$ cat src/core/chip_control_defs.vh
// Offsets, field positions, reset values and timing counts of the bank
`ifndef CHIP_CONTROL_DEFS_VH
`define CHIP_CONTROL_DEFS_VH
`define CHIP_CONTROL_ZERO_OFS 8'h40
`define FC_UPD_BIT 15
`define RETRY_EXP_BIT 16
`define RETRY_LIM_LO 17
`define RETRY_LIM_HI 18
`define DISC_DIS_BIT 19
`define DISC_SHORT_BIT 20
`define CRS_TMR_LO 21
`define CRS_TMR_HI 22
`define DT_ORDER_BIT 23
`define CPL_TMR_LO 24
`define CPL_TMR_HI 25
`define ISO_EN_BIT 26
`define ISO_TC_LO 27
`define ISO_TC_HI 29
`define LOOPBACK_BIT 30
`define LOCKOUT_BIT 31
`define CRS_TMR_RST 2'h1
`define CPL_TMR_RST 2'h1
`define ISO_TC_RST 3'h1
`define RETRY_LIM_256 32'h0000_0100
`define RETRY_LIM_64K 32'h0001_0000
`define RETRY_LIM_2G 32'h8000_0000
`define DISC_SHORT_CLKS 16'h0040
`define CLK_MHZ 125
`define CRS_T0_US 25
`define CRS_T1_US 500
`define CRS_T2_US 5000
`define CRS_T3_US 25000
`define CPL_T0_US 50
`define CPL_T1_US 1000
`define CPL_T2_US 10000
`define CPL_T3_US 50000
`endif

$ cat src/core/expiry_timer.v
// Loadable down-counting timer that pulses once on expiry
`timescale 1ns/100ps
`default_nettype none
module expiry_timer #(
  parameter W = 32
) (
  input wire clk,
  input wire reset_n,
  input wire start,
  input wire stop,
  input wire [W-1:0] load,
  output reg expired
);
  reg [W-1:0] cnt_r;
  reg run_r;
  always @(posedge clk or negedge reset_n) begin
    if (!reset_n) begin
      cnt_r <= {W{1'b0}};
      run_r <= 1'b0;
      expired <= 1'b0;
    end else begin
      expired <= 1'b0;
      if (stop) begin
        run_r <= 1'b0;
      end else if (start) begin
        cnt_r <= load;
        run_r <= 1'b1;
      end else if (run_r) begin
        if (cnt_r <= {{(W-1){1'b0}}, 1'b1}) begin
          run_r <= 1'b0;
          expired <= 1'b1;
        end else begin
          cnt_r <= cnt_r - {{(W-1){1'b0}}, 1'b1};
        end
      end
    end
  end
endmodule // expiry_timer
`default_nettype wire

$ cat src/core/chip_control_bank.v
// Chip control register bits 31 to 15 and the control logic they steer
// Operation
// - Clear bit: flow-control update every two credits; set: every credit.
// - Retry-expiry flag sets when retry counter hits its limit, sticky.
// - Retry limit field: none, 256, 64K or 2G retries; resets 00.
// - Discard-timer disable bit, with bridge control bit 27, gates timer.
// - Short bit gives 64 bus clocks, else bridge control bit 24/25.
// - Config retry timer 25us, 0.5ms, 5ms, 25ms; resets 01.
// - Ordering bit zero keeps delayed transactions completing in order.
// - Completion timer 50us, 1ms, 10ms, 50ms; resets 01.
// - Upstream memory traffic tagged TC0 unless isochronous enable set.
// - Isochronous traffic class field writable, resets to 001.
// - Loopback acts only with the given strap levels; read-only forward.
// - Lockout bit blocks primary config access: CRS forward, retry reverse.
`timescale 1ns/100ps
`default_nettype none
`include "chip_control_defs.vh"
module chip_control_bank #(
  parameter TW = 23,
  parameter CRS_T0 = `CRS_T0_US * `CLK_MHZ,
  parameter CRS_T1 = `CRS_T1_US * `CLK_MHZ,
  parameter CRS_T2 = `CRS_T2_US * `CLK_MHZ,
  parameter CRS_T3 = `CRS_T3_US * `CLK_MHZ,
  parameter CPL_T0 = `CPL_T0_US * `CLK_MHZ,
  parameter CPL_T1 = `CPL_T1_US * `CLK_MHZ,
  parameter CPL_T2 = `CPL_T2_US * `CLK_MHZ,
  parameter CPL_T3 = `CPL_T3_US * `CLK_MHZ
) (
  input wire clk,
  input wire reset_n,
  input wire cfg_wr,
  input wire cfg_rd,
  input wire [7:0] cfg_addr,
  input wire [3:0] cfg_be,
  input wire [31:0] cfg_wdata,
  input wire cfg_from_primary,
  output reg [31:0] cfg_rdata,
  output wire cfg_accept,
  output wire cfg_reject_crs,
  output wire cfg_reject_retry,
  input wire test_strap_zero,
  input wire test_strap_one,
  input wire test_strap_two,
  input wire mask_strap_input,
  input wire reverse_mode_select,
  input wire [15:0] low_half_in,
  input wire brctl_disc_dis,
  input wire brctl_disc_fwd,
  input wire brctl_disc_rev,
  input wire [15:0] disc_long_clks,
  input wire pci_clk_en,
  input wire retry_event,
  input wire retry_reset,
  input wire credit_avail,
  output wire fc_update,
  input wire disc_start,
  input wire disc_stop,
  output wire disc_expired,
  input wire crs_start,
  input wire crs_stop,
  output wire crs_expired,
  input wire cpl_start,
  input wire cpl_stop,
  output wire cpl_expired,
  output wire dt_in_order,
  output wire [2:0] upstream_tc,
  output wire loopback_active
);
  reg [1:0] s0_r, s1_r, s2_r, sm_r, sr_r;
  reg fc_upd_r, exp_r, disc_dis_r, disc_short_r, dt_order_r, iso_en_r;
  reg loop_r, lock_r;
  reg [1:0] strap_cnt_r;
  reg [1:0] retry_lim_r, crs_sel_r, cpl_sel_r;
  reg [2:0] iso_tc_r;
  reg [31:0] retry_cnt_r;
  reg credit_half_r;
  reg [15:0] disc_cnt_r;
  reg disc_run_r, disc_exp_r;
  wire st0 = s0_r[1];
  wire st1 = s1_r[1];
  wire st2 = s2_r[1];
  wire stm = sm_r[1];
  wire srev = sr_r[1];
  wire hit = cfg_addr == `CHIP_CONTROL_ZERO_OFS;
  wire blocked = lock_r && cfg_from_primary;
  wire wr_hi = cfg_wr && hit && !blocked && cfg_be[3];
  wire wr_b2 = cfg_wr && hit && !blocked && cfg_be[2];
  wire wr_b1 = cfg_wr && hit && !blocked && cfg_be[1];
  wire [31:0] lim_val;
  wire retry_hit;
  function [TW-1:0] pick;
    input [1:0] sel;
    input [31:0] a, b, c, d;
    begin
      case (sel)
        2'h0: pick = a[TW-1:0];
        2'h1: pick = b[TW-1:0];
        2'h2: pick = c[TW-1:0];
        default: pick = d[TW-1:0];
      endcase
    end
  endfunction
  // Strap synchronisers
  always @(posedge clk or negedge reset_n) begin
    if (!reset_n) begin
      s0_r <= 2'h0;
      s1_r <= 2'h0;
      s2_r <= 2'h0;
      sm_r <= 2'h0;
      sr_r <= 2'h0;
    end else begin
      s0_r <= {s0_r[0], test_strap_zero};
      s1_r <= {s1_r[0], test_strap_one};
      s2_r <= {s2_r[0], test_strap_two};
      sm_r <= {sm_r[0], mask_strap_input};
      sr_r <= {sr_r[0], reverse_mode_select};
    end
  end
  assign lim_val = (retry_lim_r == 2'h1) ? `RETRY_LIM_256 :
                   (retry_lim_r == 2'h2) ? `RETRY_LIM_64K :
                   `RETRY_LIM_2G;
  assign retry_hit = retry_event && retry_lim_r != 2'h0 &&
                     retry_cnt_r + 32'h1 >= lim_val;
  always @(posedge clk or negedge reset_n) begin
    if (!reset_n) begin
      fc_upd_r <= 1'b0;
      exp_r <= 1'b0;
      retry_lim_r <= 2'h0;
      disc_dis_r <= 1'b0;
      disc_short_r <= 1'b0;
      crs_sel_r <= `CRS_TMR_RST;
      dt_order_r <= 1'b0;
      cpl_sel_r <= `CPL_TMR_RST;
      iso_en_r <= 1'b0;
      iso_tc_r <= `ISO_TC_RST;
      loop_r <= 1'b0;
      lock_r <= 1'b0;
      strap_cnt_r <= 2'h0;
      retry_cnt_r <= 32'h0;
      credit_half_r <= 1'b0;
    end else begin
      // Strap caught once, after the synchroniser has filled
      if (strap_cnt_r != 2'h3) begin
        strap_cnt_r <= strap_cnt_r + 2'h1;
      end
      if (strap_cnt_r == 2'h2 && st0) begin
        lock_r <= 1'b1;
      end else if (wr_hi) begin
        lock_r <= cfg_wdata[`LOCKOUT_BIT];
      end
      if (wr_hi && srev) begin
        loop_r <= cfg_wdata[`LOOPBACK_BIT];
      end else if (!srev) begin
        loop_r <= 1'b0;
      end
      if (wr_hi) begin
        iso_tc_r <= cfg_wdata[`ISO_TC_HI:`ISO_TC_LO];
        cpl_sel_r <= cfg_wdata[`CPL_TMR_HI:`CPL_TMR_LO];
      end
      if (wr_b2) begin
        dt_order_r <= cfg_wdata[`DT_ORDER_BIT];
        crs_sel_r <= cfg_wdata[`CRS_TMR_HI:`CRS_TMR_LO];
        disc_short_r <= cfg_wdata[`DISC_SHORT_BIT];
        disc_dis_r <= cfg_wdata[`DISC_DIS_BIT];
        retry_lim_r <= cfg_wdata[`RETRY_LIM_HI:`RETRY_LIM_LO];
      end
      if (wr_hi) begin
        iso_en_r <= cfg_wdata[`ISO_EN_BIT];
      end
      if (wr_b1) begin
        fc_upd_r <= cfg_wdata[`FC_UPD_BIT];
      end
      if (retry_hit) begin
        exp_r <= 1'b1;
      end else if (wr_b2 && cfg_wdata[`RETRY_EXP_BIT]) begin
        exp_r <= 1'b0;
      end
      if (retry_reset || retry_hit) begin
        retry_cnt_r <= 32'h0;
      end else if (retry_event && retry_lim_r != 2'h0) begin
        retry_cnt_r <= retry_cnt_r + 32'h1;
      end
      if (credit_avail) begin
        credit_half_r <= fc_upd_r ? 1'b0 : !credit_half_r;
      end
    end
  end
  assign fc_update = credit_avail && (fc_upd_r || credit_half_r);
  // Discard timer counts bus clocks
  always @(posedge clk or negedge reset_n) begin
    if (!reset_n) begin
      disc_cnt_r <= 16'h0;
      disc_run_r <= 1'b0;
      disc_exp_r <= 1'b0;
    end else begin
      disc_exp_r <= 1'b0;
      if (disc_stop || disc_dis_r || brctl_disc_dis) begin
        disc_run_r <= 1'b0;
      end else if (disc_start) begin
        disc_run_r <= 1'b1;
        disc_cnt_r <= disc_short_r ? `DISC_SHORT_CLKS :
                      disc_long_clks;
      end else if (disc_run_r && pci_clk_en) begin
        if (disc_cnt_r <= 16'h1) begin
          disc_run_r <= 1'b0;
          disc_exp_r <= 1'b1;
        end else begin
          disc_cnt_r <= disc_cnt_r - 16'h1;
        end
      end
    end
  end
  assign disc_expired = disc_exp_r;
  expiry_timer #(.W(TW)) u_crs (
    .clk(clk),
    .reset_n(reset_n),
    .start(crs_start),
    .stop(crs_stop),
    .load(pick(crs_sel_r, CRS_T0, CRS_T1, CRS_T2, CRS_T3)),
    .expired(crs_expired)
  );
  expiry_timer #(.W(TW)) u_cpl (
    .clk(clk),
    .reset_n(reset_n),
    .start(cpl_start),
    .stop(cpl_stop),
    .load(pick(cpl_sel_r, CPL_T0, CPL_T1, CPL_T2, CPL_T3)),
    .expired(cpl_expired)
  );
  assign dt_in_order = !dt_order_r;
  assign upstream_tc = iso_en_r ? iso_tc_r : 3'h0;
  assign loopback_active = loop_r && !st0 && st1 && st2 && stm &&
                           srev;
  assign cfg_accept = (cfg_wr || cfg_rd) && !blocked;
  assign cfg_reject_crs = (cfg_wr || cfg_rd) && blocked && !srev;
  assign cfg_reject_retry = (cfg_wr || cfg_rd) && blocked && srev;
  always @(posedge clk or negedge reset_n) begin
    if (!reset_n) begin
      cfg_rdata <= 32'h0;
    end else if (cfg_rd) begin
      cfg_rdata <= (hit && !blocked) ?
        {lock_r, loop_r, iso_tc_r, iso_en_r, cpl_sel_r, dt_order_r,
         crs_sel_r, disc_short_r, disc_dis_r, retry_lim_r, exp_r,
         fc_upd_r, low_half_in[14:0]} : 32'h0;
    end
  end
  // disc_fwd/rev selection done outside through disc_long_clks
  wire unused_ok = brctl_disc_fwd ^ brctl_disc_rev ^ low_half_in[15];
endmodule // chip_control_bank
`default_nettype wire

$ cat config.mk
export PLATFORM = sky130hd
export DESIGN_NAME = chip_control_bank
export DESIGN_NICKNAME = d
export VERILOG_FILES = /design/src/core/expiry_timer.v /design/src/core/chip_control_bank.v
export VERILOG_INCLUDE_DIRS = /design/src /design/src/core
export SDC_FILE = /design/constraint.sdc
export NUM_CORES = 1
export LEC_CHECK = 0
export ABC_AREA = 1
export BUFFER_PORTS_ARGS = -buffer_cell sky130_fd_sc_hd__buf_2
export CAP_MARGIN = 20
export CORE_MARGIN = 8
export CORE_UTILIZATION = 30
export CTS_CLUSTER_SIZE = 20
export DETAILED_ROUTE_END_ITERATION = 12
export GPL_ROUTABILITY_DRIVEN = 0
export PLACE_DENSITY = 0.58
export SYNTH_ARGS = -nofsm -noshare
export SYNTH_HDL_FRONTEND = slang
export SYNTH_SLANG_ARGS = --single-unit
$ cat constraint.sdc
create_clock -name clk -period 2.95 [get_ports clk]
set_clock_uncertainty 0.2 [all_clocks]
set_input_delay 0.295 -clock clk [delete_from_list [all_inputs] [get_ports clk]]
set_output_delay 0.295 -clock clk [all_outputs]
set_load 0.01 [all_outputs]
==> results.toml, run 1 <==
[power_and_ir_drop]
powerDensity_nw_per_um2 = 444
ir_worst_vdd_uv = 278
p_leak_nw = 5.87
p_comb_share_pct = 14.9
p_switching_w = 0.00166
switching_share_pct = 30.2
internal-power_w = 0.00384
pwr-share-seq_pct = 46.1
p_clk_share_pct = 39.0

[sta]
finalSetupViolCount = 0
fin_crit_sh_pct = 97.7
drv_slew = 0
hold_slack_ps = 21.0
fin_ws_ps = 67.0
slew_headroom_pct = 52.2
hold_viol_final = 0
rsz0062_at_grt = "true"
period_needed_ps = 2880
worstMarginPinSlew_ps = 715
max_freq_mhz = 347

[global_routing]
grt_pass1_vias = 9026
grt_util_all_layers_pct = 14.3
grt_max_degree = 60
grt_antenna_before_repair = 1
grt_pass1_wl_um = 45100
grt_overflow = 0

[synth]
synthDistinctLibCells = 49
synth_area_um2 = 9500
synth_edf_count = 0
postSynth.asyncResetShare_pct = 100
synthXorXnorAreaFrac_pct = 3.59
syn_area_per_cell_um2 = 7.54
ys_ff_latch = 162
synth.net_count = 1375
yosys_warnings = 0
netlist_instances = 1261
synthFlopType = "dfrtp_1"
synth_compound_area_share_pct = 11.0
yosysSeqAreaShare_pct = 42.7
synth_top_family_by_area = "simple AND/OR/NAND/NOR gates"
synth_top_cells_by_area = "dfrtp_1, nand2_1, nor2_1"
synth_mux_area_share_pct = 0
yosys.area.top_type = "dfrtp_1"
yosysMostFrequentCell = "nand2_1"
yosys.area_share.simple_pct = 32.6
synth_fa_ha_area_share_pct = 1.97
ys_top_cells_by_count = "nand2_1, nor2_1, dfrtp_1"
yosys.area.top_type_share_pct = 41.9

[min_path]
min-delay-start = "cfg_be[2]"
hold_end = "disc_short_r"
hp-class = "in2reg"
hold_depth = 3

[die]
start_util_pct = 30.3
top_level_ports = 143
std_cell_rows = 65
dieWidth_um = 194
dieArea_um2 = 37600
die_y_um = 194
fp.coreArea_um2 = 31400

[critical_path]
worstSetupPathType = "reg2reg"
critical_path_required_ps = 3120
endpoint_kind = "flop"
startpoint_type = "flop"
worstReg2RegEnd = "retry_cnt_r[16]"
r2r-start = "retry_cnt_r[1]"
ff2ff_setup_slack_ps = 70
crit_fanout = 7
reg2regPathDepth = 20
arrival_ps = 3050

[clocking]
cts.sinks = 162
clock_path_buffers = 2
htree_levels = 4
clock_latency_ps = 430
path_clk_slew_ps = 70
tritoncts = "done"
root_buffer = "clkbuf_16"
cts_made_buffers = 17

[drt]
post-route-drc-count = 0
vias = 9047
avgViaCountPerCell = 4.71
dr.pass1.iters = 5
ant_nets = 0
detail_route.wl_per_cell_um = 14.0
wl_um = 26900
dr.first_iter.drc_count = 577

[run_status]
status = "complete, no violations"

[cells_and_area]
n_antenna_cell = 0
area_delta_synth_final_pct = 30.3
layout-drive-gt1-share_pct = 21.7
nets = 1620
stdcell_area_um2 = 12400

[placed_design]
place_worst_setup_slack_ps = 38.6
portBuffers = 123
dpl.hpwl_um = 19300
placed_area_um2 = 11000

[run]
drv_cap = 0
## critical path, stage by stage, from the launching register on
cell and delay, ps:
dfrtp_1 400, ha_2 210, nand2_2 70, nor2_4 130, nand2_2 80, inv_2 60
nand3_2 80, xor2_2 200, inv_1 70, ha_2 170, or2_4 220, a21oi_2 100
nand2_1 60, nor2_1 80, nand3_1 60, nand2_1 90, nand2_2 100, nand2_8 140
clkbuf_16 170, nand3_2 50, nand2_1 90
## metrics by stage
step / std cells / util [%] / TNS (ps) / total power, W
2_1_floorplan: 1261 / - / 0 / 0.00306
4_1_cts: 1913 / 38.9 / 0 / 0.00557
6_report: 1921 / 39.5 / 0 / 0.00550
3_5_place_dp: 1816 / 35.0 / 0 / 0.00333
3_3_place_gp: 1816 / 35.0 / 0 / 0.00331
5_1_grt: 1921 / 39.5 / -3020 / 0.00579
## layout make-up
cell class                 instances  area (µm²)
clock inverter                    14         119
fill                            3213       19000
inverter                         144         541
tap                              402         503
multi-input combinational        914        4770
timing repair buffer             267        1950
sequential                       162        4060
clock buffer                      18         439
## sequential cells by signal, summed over array words and instances, names as in the netlist, 2 cells and up
signal / flops
cpl_sel_r: 2
crs_sel_r: 2
strap_cnt_r: 2
disc_cnt_r: 16
sm_r: 2
u_crs.cnt_r: 23
sr_r: 2
retry_cnt_r: 32
u_cpl.cnt_r: 23
s0_r: 2
s1_r: 2
iso_tc_r: 3
cfg_rdata: 32
s2_r: 2
retry_lim_r: 2
## worst max path at each step
| stage | startpoint | to | slack [ps] | depth (start not counted) |
|---|---|---|---|---|
| after floorplan | retry_cnt_r[1] | retry_cnt_r[21] | 190 | 20 |
| after global placement | retry_cnt_r[12] | retry_cnt_r[20] | 30 | 19 |
| after detailed placement | retry_cnt_r[1] | retry_cnt_r[19] | 40 | 20 |
| after CTS | retry_cnt_r[6] | retry_cnt_r[21] | 2 | 19 |
| after global routing | retry_cnt_r[1] | retry_cnt_r[16] | -120 | 20 |
| final | retry_cnt_r[1] | retry_cnt_r[16] | 70 | 20 |
## placed cells by master, fill, tap and decap left out, types with 12 or more instances in the layout
cell | synthesis | layout
nand2_1 | 313 | 306
nor2_1 | 171 | 168
dfrtp_1 | 159 | 156
inv_1 | 141 | 140
buf_2 | 6 | 122
o21ai_0 | 83 | 83
nand3_1 | 76 | 73
buf_4 | 1 | 72
dlygate4sd3_1 | 0 | 64
a21oi_1 | 44 | 43
nand3_2 | 31 | 33
xor2_1 | 29 | 27
nor3_1 | 18 | 18
nand4_1 | 18 | 18
clkbuf_16 | 0 | 18
a22oi_1 | 16 | 16
nand2_2 | 7 | 14
ha_1 | 15 | 12
## logic make-up after synthesis
kind of cell	after synthesis
adders and majority gates	15
AOI/OAI and AO/OA	185
xor gates and xnor gates	39
buffers and inverters	185
DFF	162
and+or+nand+nor	675
## layer usage
layer  wire, µm  part of all wire (%)  track usage (%)
met5          0                     0                0
met4        403                   1.5             4.21
met1      13200                    49             19.5
met2      12100                    45             22.6
met3       1140                   4.2             3.00
## power groups by stage
stage | registers, W | clock network (W) | logic, W
floorplan | 0.00254 | 0 | 0.000523
global placement | 0.00257 | 0 | 0.000742
detailed placement | 0.00257 | 0 | 0.000758
CTS | 0.00253 | 0.00221 | 0.000823
global route | 0.00256 | 0.00229 | 0.000943
finish | 0.00253 | 0.00214 | 0.000818
## repair_timing
action,4_1_cts,5_1_grt
setup buffers,1,7
pin swaps,0,22
gates cloned,0,1
hold buffers,64,0
resized for setup,0,30
setup endpoints to repair,2,34
hold endpoints to repair,102,0
(Power assumes the default switching activity.)
==> run 2, diff against run 1 <==
--- a/config.mk
+++ b/config.mk
@@ -7,7 +7,7 @@
 export NUM_CORES = 1
 export LEC_CHECK = 0
 export ABC_AREA = 1
-export BUFFER_PORTS_ARGS = -buffer_cell sky130_fd_sc_hd__buf_2
+export BUFFER_PORTS_ARGS = -buffer_cell sky130_fd_sc_hd__clkbuf_2
 export CAP_MARGIN = 20
 export CORE_MARGIN = 8
 export CORE_UTILIZATION = 30
==> results.toml, run 2 (synthesized netlist as in run 1, its figures left out) <==
[sta]
hold_viol_final = 0
finalSetupViolCount = 0
rsz0062_at_grt = "true"
max_freq_mhz = 340
fin_crit_sh_pct = 99.6
fin_ws_ps = 10.9
worstMarginPinSlew_ps = 693
drv_slew = 0
slew_headroom_pct = 53.8
period_needed_ps = 2940

[cells_and_area]
reg_top3 = "cfg_rdata x32, retry_cnt_r x32"
fin_cells = 1925
final_common_cell = "nand2_1"
stdcell_area_um2 = 12500
final_cell_mix = "nand2_1, nor2_1, dfrtp_1, inv_1, clkbuf_2"
n_fill_cell = 3218
area_delta_synth_final_pct = 31.3
utilization_pct = 39.7
nets = 1624
layout-drive-gt1-share_pct = 21.9
n_antenna_cell = 0

[critical_path]
cp_slowest_cell = "dfrtp_1"
critPathMaxStageDelay_ps = 410
crit_fanout = 7
worst-path-buf-inv = 2
endpoint_kind = "flop"
startpoint_type = "flop"
cp_top_family = "simple AND/OR/NAND/NOR gates"
arrival_ps = 3070
critical_path_required_ps = 3080
worstSetupPathType = "reg2reg"
cp_cell_sequence = "ha_2 -> nand2_2 -> nor2_4 -> nand2_2 -> buf_6 -> xor2_2 -> ha_1 -> and3_4 -> nand3_2 -> nor2_2 -> nand2_1 -> nand3_2 -> nand4_1 -> nand2_2 -> nand2_8 -> clkbuf_16 -> nand3_2 -> nand2_1"

[placed_design]
dpl.hpwl_um = 19400
portBuffers = 123
dp.cells = 1820
place_worst_setup_slack_ps = 43.7
placed_area_um2 = 11000

[power_and_ir_drop]
powerDensity_nw_per_um2 = 467
p_total_w = 0.00583
p_clk_share_pct = 42.3
p_comb_share_pct = 14.2
ir_worst_vdd_uv = 320
pwr-share-seq_pct = 43.5
switching_share_pct = 28.7
internal-power_w = 0.00416
p_leak_nw = 5.94
p_switching_w = 0.00167

[die]
die_y_um = 194
fp.coreArea_um2 = 31400
std_cell_rows = 65
top_level_ports = 143
dieArea_um2 = 37600
start_util_pct = 30.3
dieWidth_um = 194

[drt]
avgViaCountPerCell = 4.65
vias = 8958
ant_nets = 0
post-route-drc-count = 0
dr.first_iter.drc_count = 519
wl_um = 26900
detail_route.wl_per_cell_um = 13.9
dr.pass1.iters = 5

[global_routing]
grt_overflow = 0
grt_pass1_vias = 8944
grt_max_degree = 54
grt_pass1_wl_um = 44800
grt_util_all_layers_pct = 14.2
grt_antenna_before_repair = 0

[clocking]
root_buffer = "clkbuf_16"
htree_levels = 4
tritoncts = "done"
clock_latency_ps = 440
clock_path_buffers = 2
cts_made_buffers = 17
path_clk_slew_ps = 70
cts.sinks = 162

[run_status]
status = "complete, no violations"

[min_path]
hp-class = "in2reg"

[run]
drv_cap = 0
[run 2: cell types whose count changed in the layout (fill, tap and decap cells not counted), moves of 3 or more]
| cell | previous run | this run |
|---|---|---|
| buf_2 | 122 | 0 |
| clkbuf_2 | 0 | 122 |
| buf_4 | 72 | 80 |
| bufinv_16 | 0 | 4 |
| dlygate4sd3_1 | 64 | 60 |
| nand2_2 | 14 | 10 |
| nand2_1 | 306 | 309 |
[run 2: routing by layer]
layer  share of wire (%)  track usage (%)  vias to the layer above
met5                   0                0                        -
met4                 1.3             3.31                        0
li1                    -                -                     4561
met1                  49             19.2                     4194
met2                  45             22.5                      182
met3                 4.6             3.56                       21
[run 2: cell type report]
cell class / instances / area [µm²] / area share (%)
sequential: 162 / 4060 / 32.5
clock buffer: 18 / 429 / 3.44
inverter: 144 / 541 / 4.33
tap: 402 / 503 / 4.03
timing repair buffer: 271 / 1970 / 15.8
clock inverter: 14 / 211 / 1.69
multi-input combinational: 914 / 4760 / 38.2
[run 2: final timing paths]
path | from | cells after the start | slack [ps] | endpoint
setup / recovery | retry_cnt_r[1] | 18 | 10 | retry_cnt_r[16]
hold / removal | cfg_be[2] | 3 | 9 | crs_sel_r[0]
setup reg to reg | retry_cnt_r[1] | 18 | 10 | retry_cnt_r[16]
hold reg to reg | sr_r[0] | 0 | 150 | sr_r[1]
max in group asynchronous | reset_n | 3 | 1580 | iso_tc_r[0]
min in group asynchronous | reset_n | 2 | 220 | retry_cnt_r[9]
[run 2: tightest hold or removal path: stages]
cell	delay, ps
clkbuf_2	170
nand3_1	120
nand2_1	50
[run 2: timing repair]
| item | 4_1_cts | 5_1_grt |
|---|---|---|
| endpoints found under the setup margin | 0 | 34 |
| setup buffers | 0 | 12 |
| hold buffers | 60 | 0 |
| gates resized for setup | 0 | 27 |
| endpoints found under the hold margin | 106 | 0 |
[run 2: per-stage QoR]
step / TNS [ps] / hold slack [ps]
2_1_floorplan: 0 / -201
3_3_place_gp: 0 / 116
3_5_place_dp: 0 / 111
4_1_cts: 0 / 2.57
5_1_grt: -2100 / 32.2
6_report: 0 / 8.64
[run 2: power by group through the flow]
stage          combinational [W]  sequential [W]  clock, W
6_report                0.000825         0.00254   0.00247
5_1_grt                 0.000941         0.00256   0.00262
4_1_cts                 0.000830         0.00254   0.00253
3_5_place_dp            0.000762         0.00258         0
3_3_place_gp            0.000747         0.00257         0
2_1_floorplan           0.000523         0.00254         0
==> run 3, diff against run 2 <==
--- a/config.mk
+++ b/config.mk
@@ -10,11 +10,11 @@
 export BUFFER_PORTS_ARGS = -buffer_cell sky130_fd_sc_hd__clkbuf_2
 export CAP_MARGIN = 20
 export CORE_MARGIN = 8
-export CORE_UTILIZATION = 30
+export CORE_UTILIZATION = 45
 export CTS_CLUSTER_SIZE = 20
 export DETAILED_ROUTE_END_ITERATION = 12
 export GPL_ROUTABILITY_DRIVEN = 0
-export PLACE_DENSITY = 0.58
+export PLACE_DENSITY = 0.77
 export SYNTH_ARGS = -nofsm -noshare
 export SYNTH_HDL_FRONTEND = slang
 export SYNTH_SLANG_ARGS = --single-unit
==> results.toml, run 3 (synthesized netlist as in run 1, its figures left out) <==
[sta]
slew_headroom_pct = 45.5
fin_crit_sh_pct = 103
fin_ws_ps = -100
max_freq_mhz = 328
drv_slew = 0
hold_viol_final = 0
finalSetupViolCount = 30
period_needed_ps = 3050
setup_tns_ps = -1310
worstMarginPinSlew_ps = 816
rsz0062_at_grt = "true"

[critical_path]
cp_slowest_cell = "dfrtp_1"
crit_fanout = 5
reg2regPathDepth = 21
r2r-start = "retry_cnt_r[0]"
ff2ff_setup_slack_ps = -100
worstReg2RegEnd = "retry_cnt_r[12]"
cp_top_family = "simple AND/OR/NAND/NOR gates"
worstSetupPathType = "reg2reg"
critPathMaxStageDelay_ps = 410
arrival_ps = 3220
cp_cell_sequence = "ha_2 -> nand2_2 -> nor2_4 -> nand2_2 -> inv_2 -> nand3_4 -> xor2_2 -> inv_1 -> ha_2 -> or2_4 -> a21oi_2 -> nand2_1 -> nor2_1 -> nand3_1 -> nand2_1 -> nand2_2 -> nand2_4 -> clkbuf_16 -> buf_6 -> nand3_2 -> nand2_1"
worst-path-buf-inv = 4
startpoint_type = "flop"
critical_path_required_ps = 3120
endpoint_kind = "flop"

[cells_and_area]
n_antenna_cell = 0
final_common_cell = "nand2_1"
area_delta_synth_final_pct = 29.1
n_fill_cell = 1743
final_cell_mix = "nand2_1, nor2_1, dfrtp_1, inv_1, clkbuf_2"
layout-drive-gt1-share_pct = 22.3
layout.area.seq_um2 = 4060
nets = 1619
reg_top3 = "cfg_rdata x32, retry_cnt_r x32"
stdcell_area_um2 = 12300
multiInputGateArea_um2 = 4770

[die]
fp.coreArea_um2 = 20900
std_cell_rows = 53
die_y_um = 161
dieWidth_um = 161
top_level_ports = 143
start_util_pct = 45.5
dieArea_um2 = 26000

[clocking]
tritoncts = "done"
cts_made_buffers = 17
root_buffer = "clkbuf_16"
htree_levels = 4
path_clk_slew_ps = 70
clock_path_buffers = 2
clock_latency_ps = 440
cts.sinks = 162

[drt]
ant_nets = 0
wl_um = 27700
vias = 9518
post-route-drc-count = 0
dr.first_iter.drc_count = 795
detail_route.wl_per_cell_um = 15.4
avgViaCountPerCell = 5.31
dr.pass1.iters = 5

[global_routing]
grt_max_degree = 61
grt_pass1_vias = 9357
grt_overflow = 0
grt_pass1_wl_um = 45000
grt_antenna_before_repair = 0
grt_util_all_layers_pct = 20.9

[run]
drv_cap = 0

[power_and_ir_drop]
p_leak_nw = 5.91
ir_worst_vdd_uv = 325
powerDensity_nw_per_um2 = 455

[placed_design]
placed_area_um2 = 10800
dpl.hpwl_um = 18600
portBuffers = 123

[run_status]
status = "finished, violations left"
violations = "negative setup slack"

[min_path]
hp-class = "in2reg"
hold_depth = 3
hold_end = "disc_cnt_r[8]"
min-delay-start = "disc_long_clks[8]"
-- run 3: cell types whose count changed in the layout (fill, tap and decap cells not counted), moves of 3 or more --
cell	change
buf_4	-9
nand2_2	+6
buf_6	+5
nand2_1	-5
bufinv_16	-3
clkinvlp_4	+3
dlygate4sd3_1	-3
-- run 3: cell type report --
class / count / share of cell area (%)
Clock buffer: 18 / 3.50
Clock inverter: 14 / 1.19
Inverter: 144 / 4.40
Multi-Input combinational cell: 914 / 38.9
Sequential cell: 162 / 33.1
Tap cell: 275 / 2.80
Timing Repair Buffer: 266 / 16.2
-- run 3: through the flow --
stage	setup slack (ps)	instances	hold slack [ps]	total power, W	utilization (%)
6_report	-100	1793	13.2	0.00558	58.7
5_1_grt	-302	1793	-2.00	0.00584	58.7
4_1_cts	-29.8	1772	1.02	0.00560	57.3
3_5_place_dp	-14.3	1682	135	0.00333	51.7
3_3_place_gp	27.4	1681	131	0.00330	51.6
2_1_floorplan	190	1261	-201	0.00306	-
-- run 3: power by group --
group / switching (W) / total (W) / internal (W) / leakage [nW]
logic: 0.000501 / 0.000833 / 0.000332 / 3.56
registers: 0.000159 / 0.00254 / 0.00238 / 2.08
clock network: 0.00102 / 0.00221 / 0.00119 / 0.275
-- run 3: worst register-to-register path, cell delays in order (launching register included) --
cell and delay (ps):
dfrtp_1 410, ha_2 220, nand2_2 70, nor2_4 110, nand2_2 80, inv_2 90, nand3_4 80, xor2_2 170
inv_1 60, ha_2 160, or2_4 240, a21oi_2 110, nand2_1 90, nor2_1 100, nand3_1 100, nand2_1 100
nand2_2 70, nand2_4 150, clkbuf_16 180, buf_6 90, nand3_2 50, nand2_1 70
-- run 3: how the worst max path moves through the flow --
| stage | from | to | slack, ps | cells after the start |
|---|---|---|---|---|
| CTS | retry_cnt_r[0] | retry_cnt_r[2] | -30 | 19 |
| global placement | retry_cnt_r[1] | retry_cnt_r[10] | 30 | 20 |
| floorplan | retry_cnt_r[1] | retry_cnt_r[21] | 190 | 20 |
| global route | retry_cnt_r[0] | retry_cnt_r[12] | -300 | 21 |
| detailed placement | retry_cnt_r[0] | retry_cnt_r[20] | -10 | 19 |
| finish | retry_cnt_r[0] | retry_cnt_r[12] | -100 | 21 |
-- run 3: layer usage --
layer  GRT usage [%]  wire length, µm  vias to the layer above
li1                -                -                     4575
met1            26.2            11600                     4507
met2            35.0            13600                      375
met3            4.22             1800                       61
met4            8.00              709                        0
met5               0                0                        -
-- run 3: what timing repair did --
item / 4_1_cts / 5_1_grt
gates cloned: 0 / 2
setup buffers: 1 / 19
hold buffers: 57 / 0
pin swaps: 1 / 33
endpoints found under the hold margin: 111 / 0
endpoints found under the setup margin: 9 / 33
resized for setup: 3 / 35
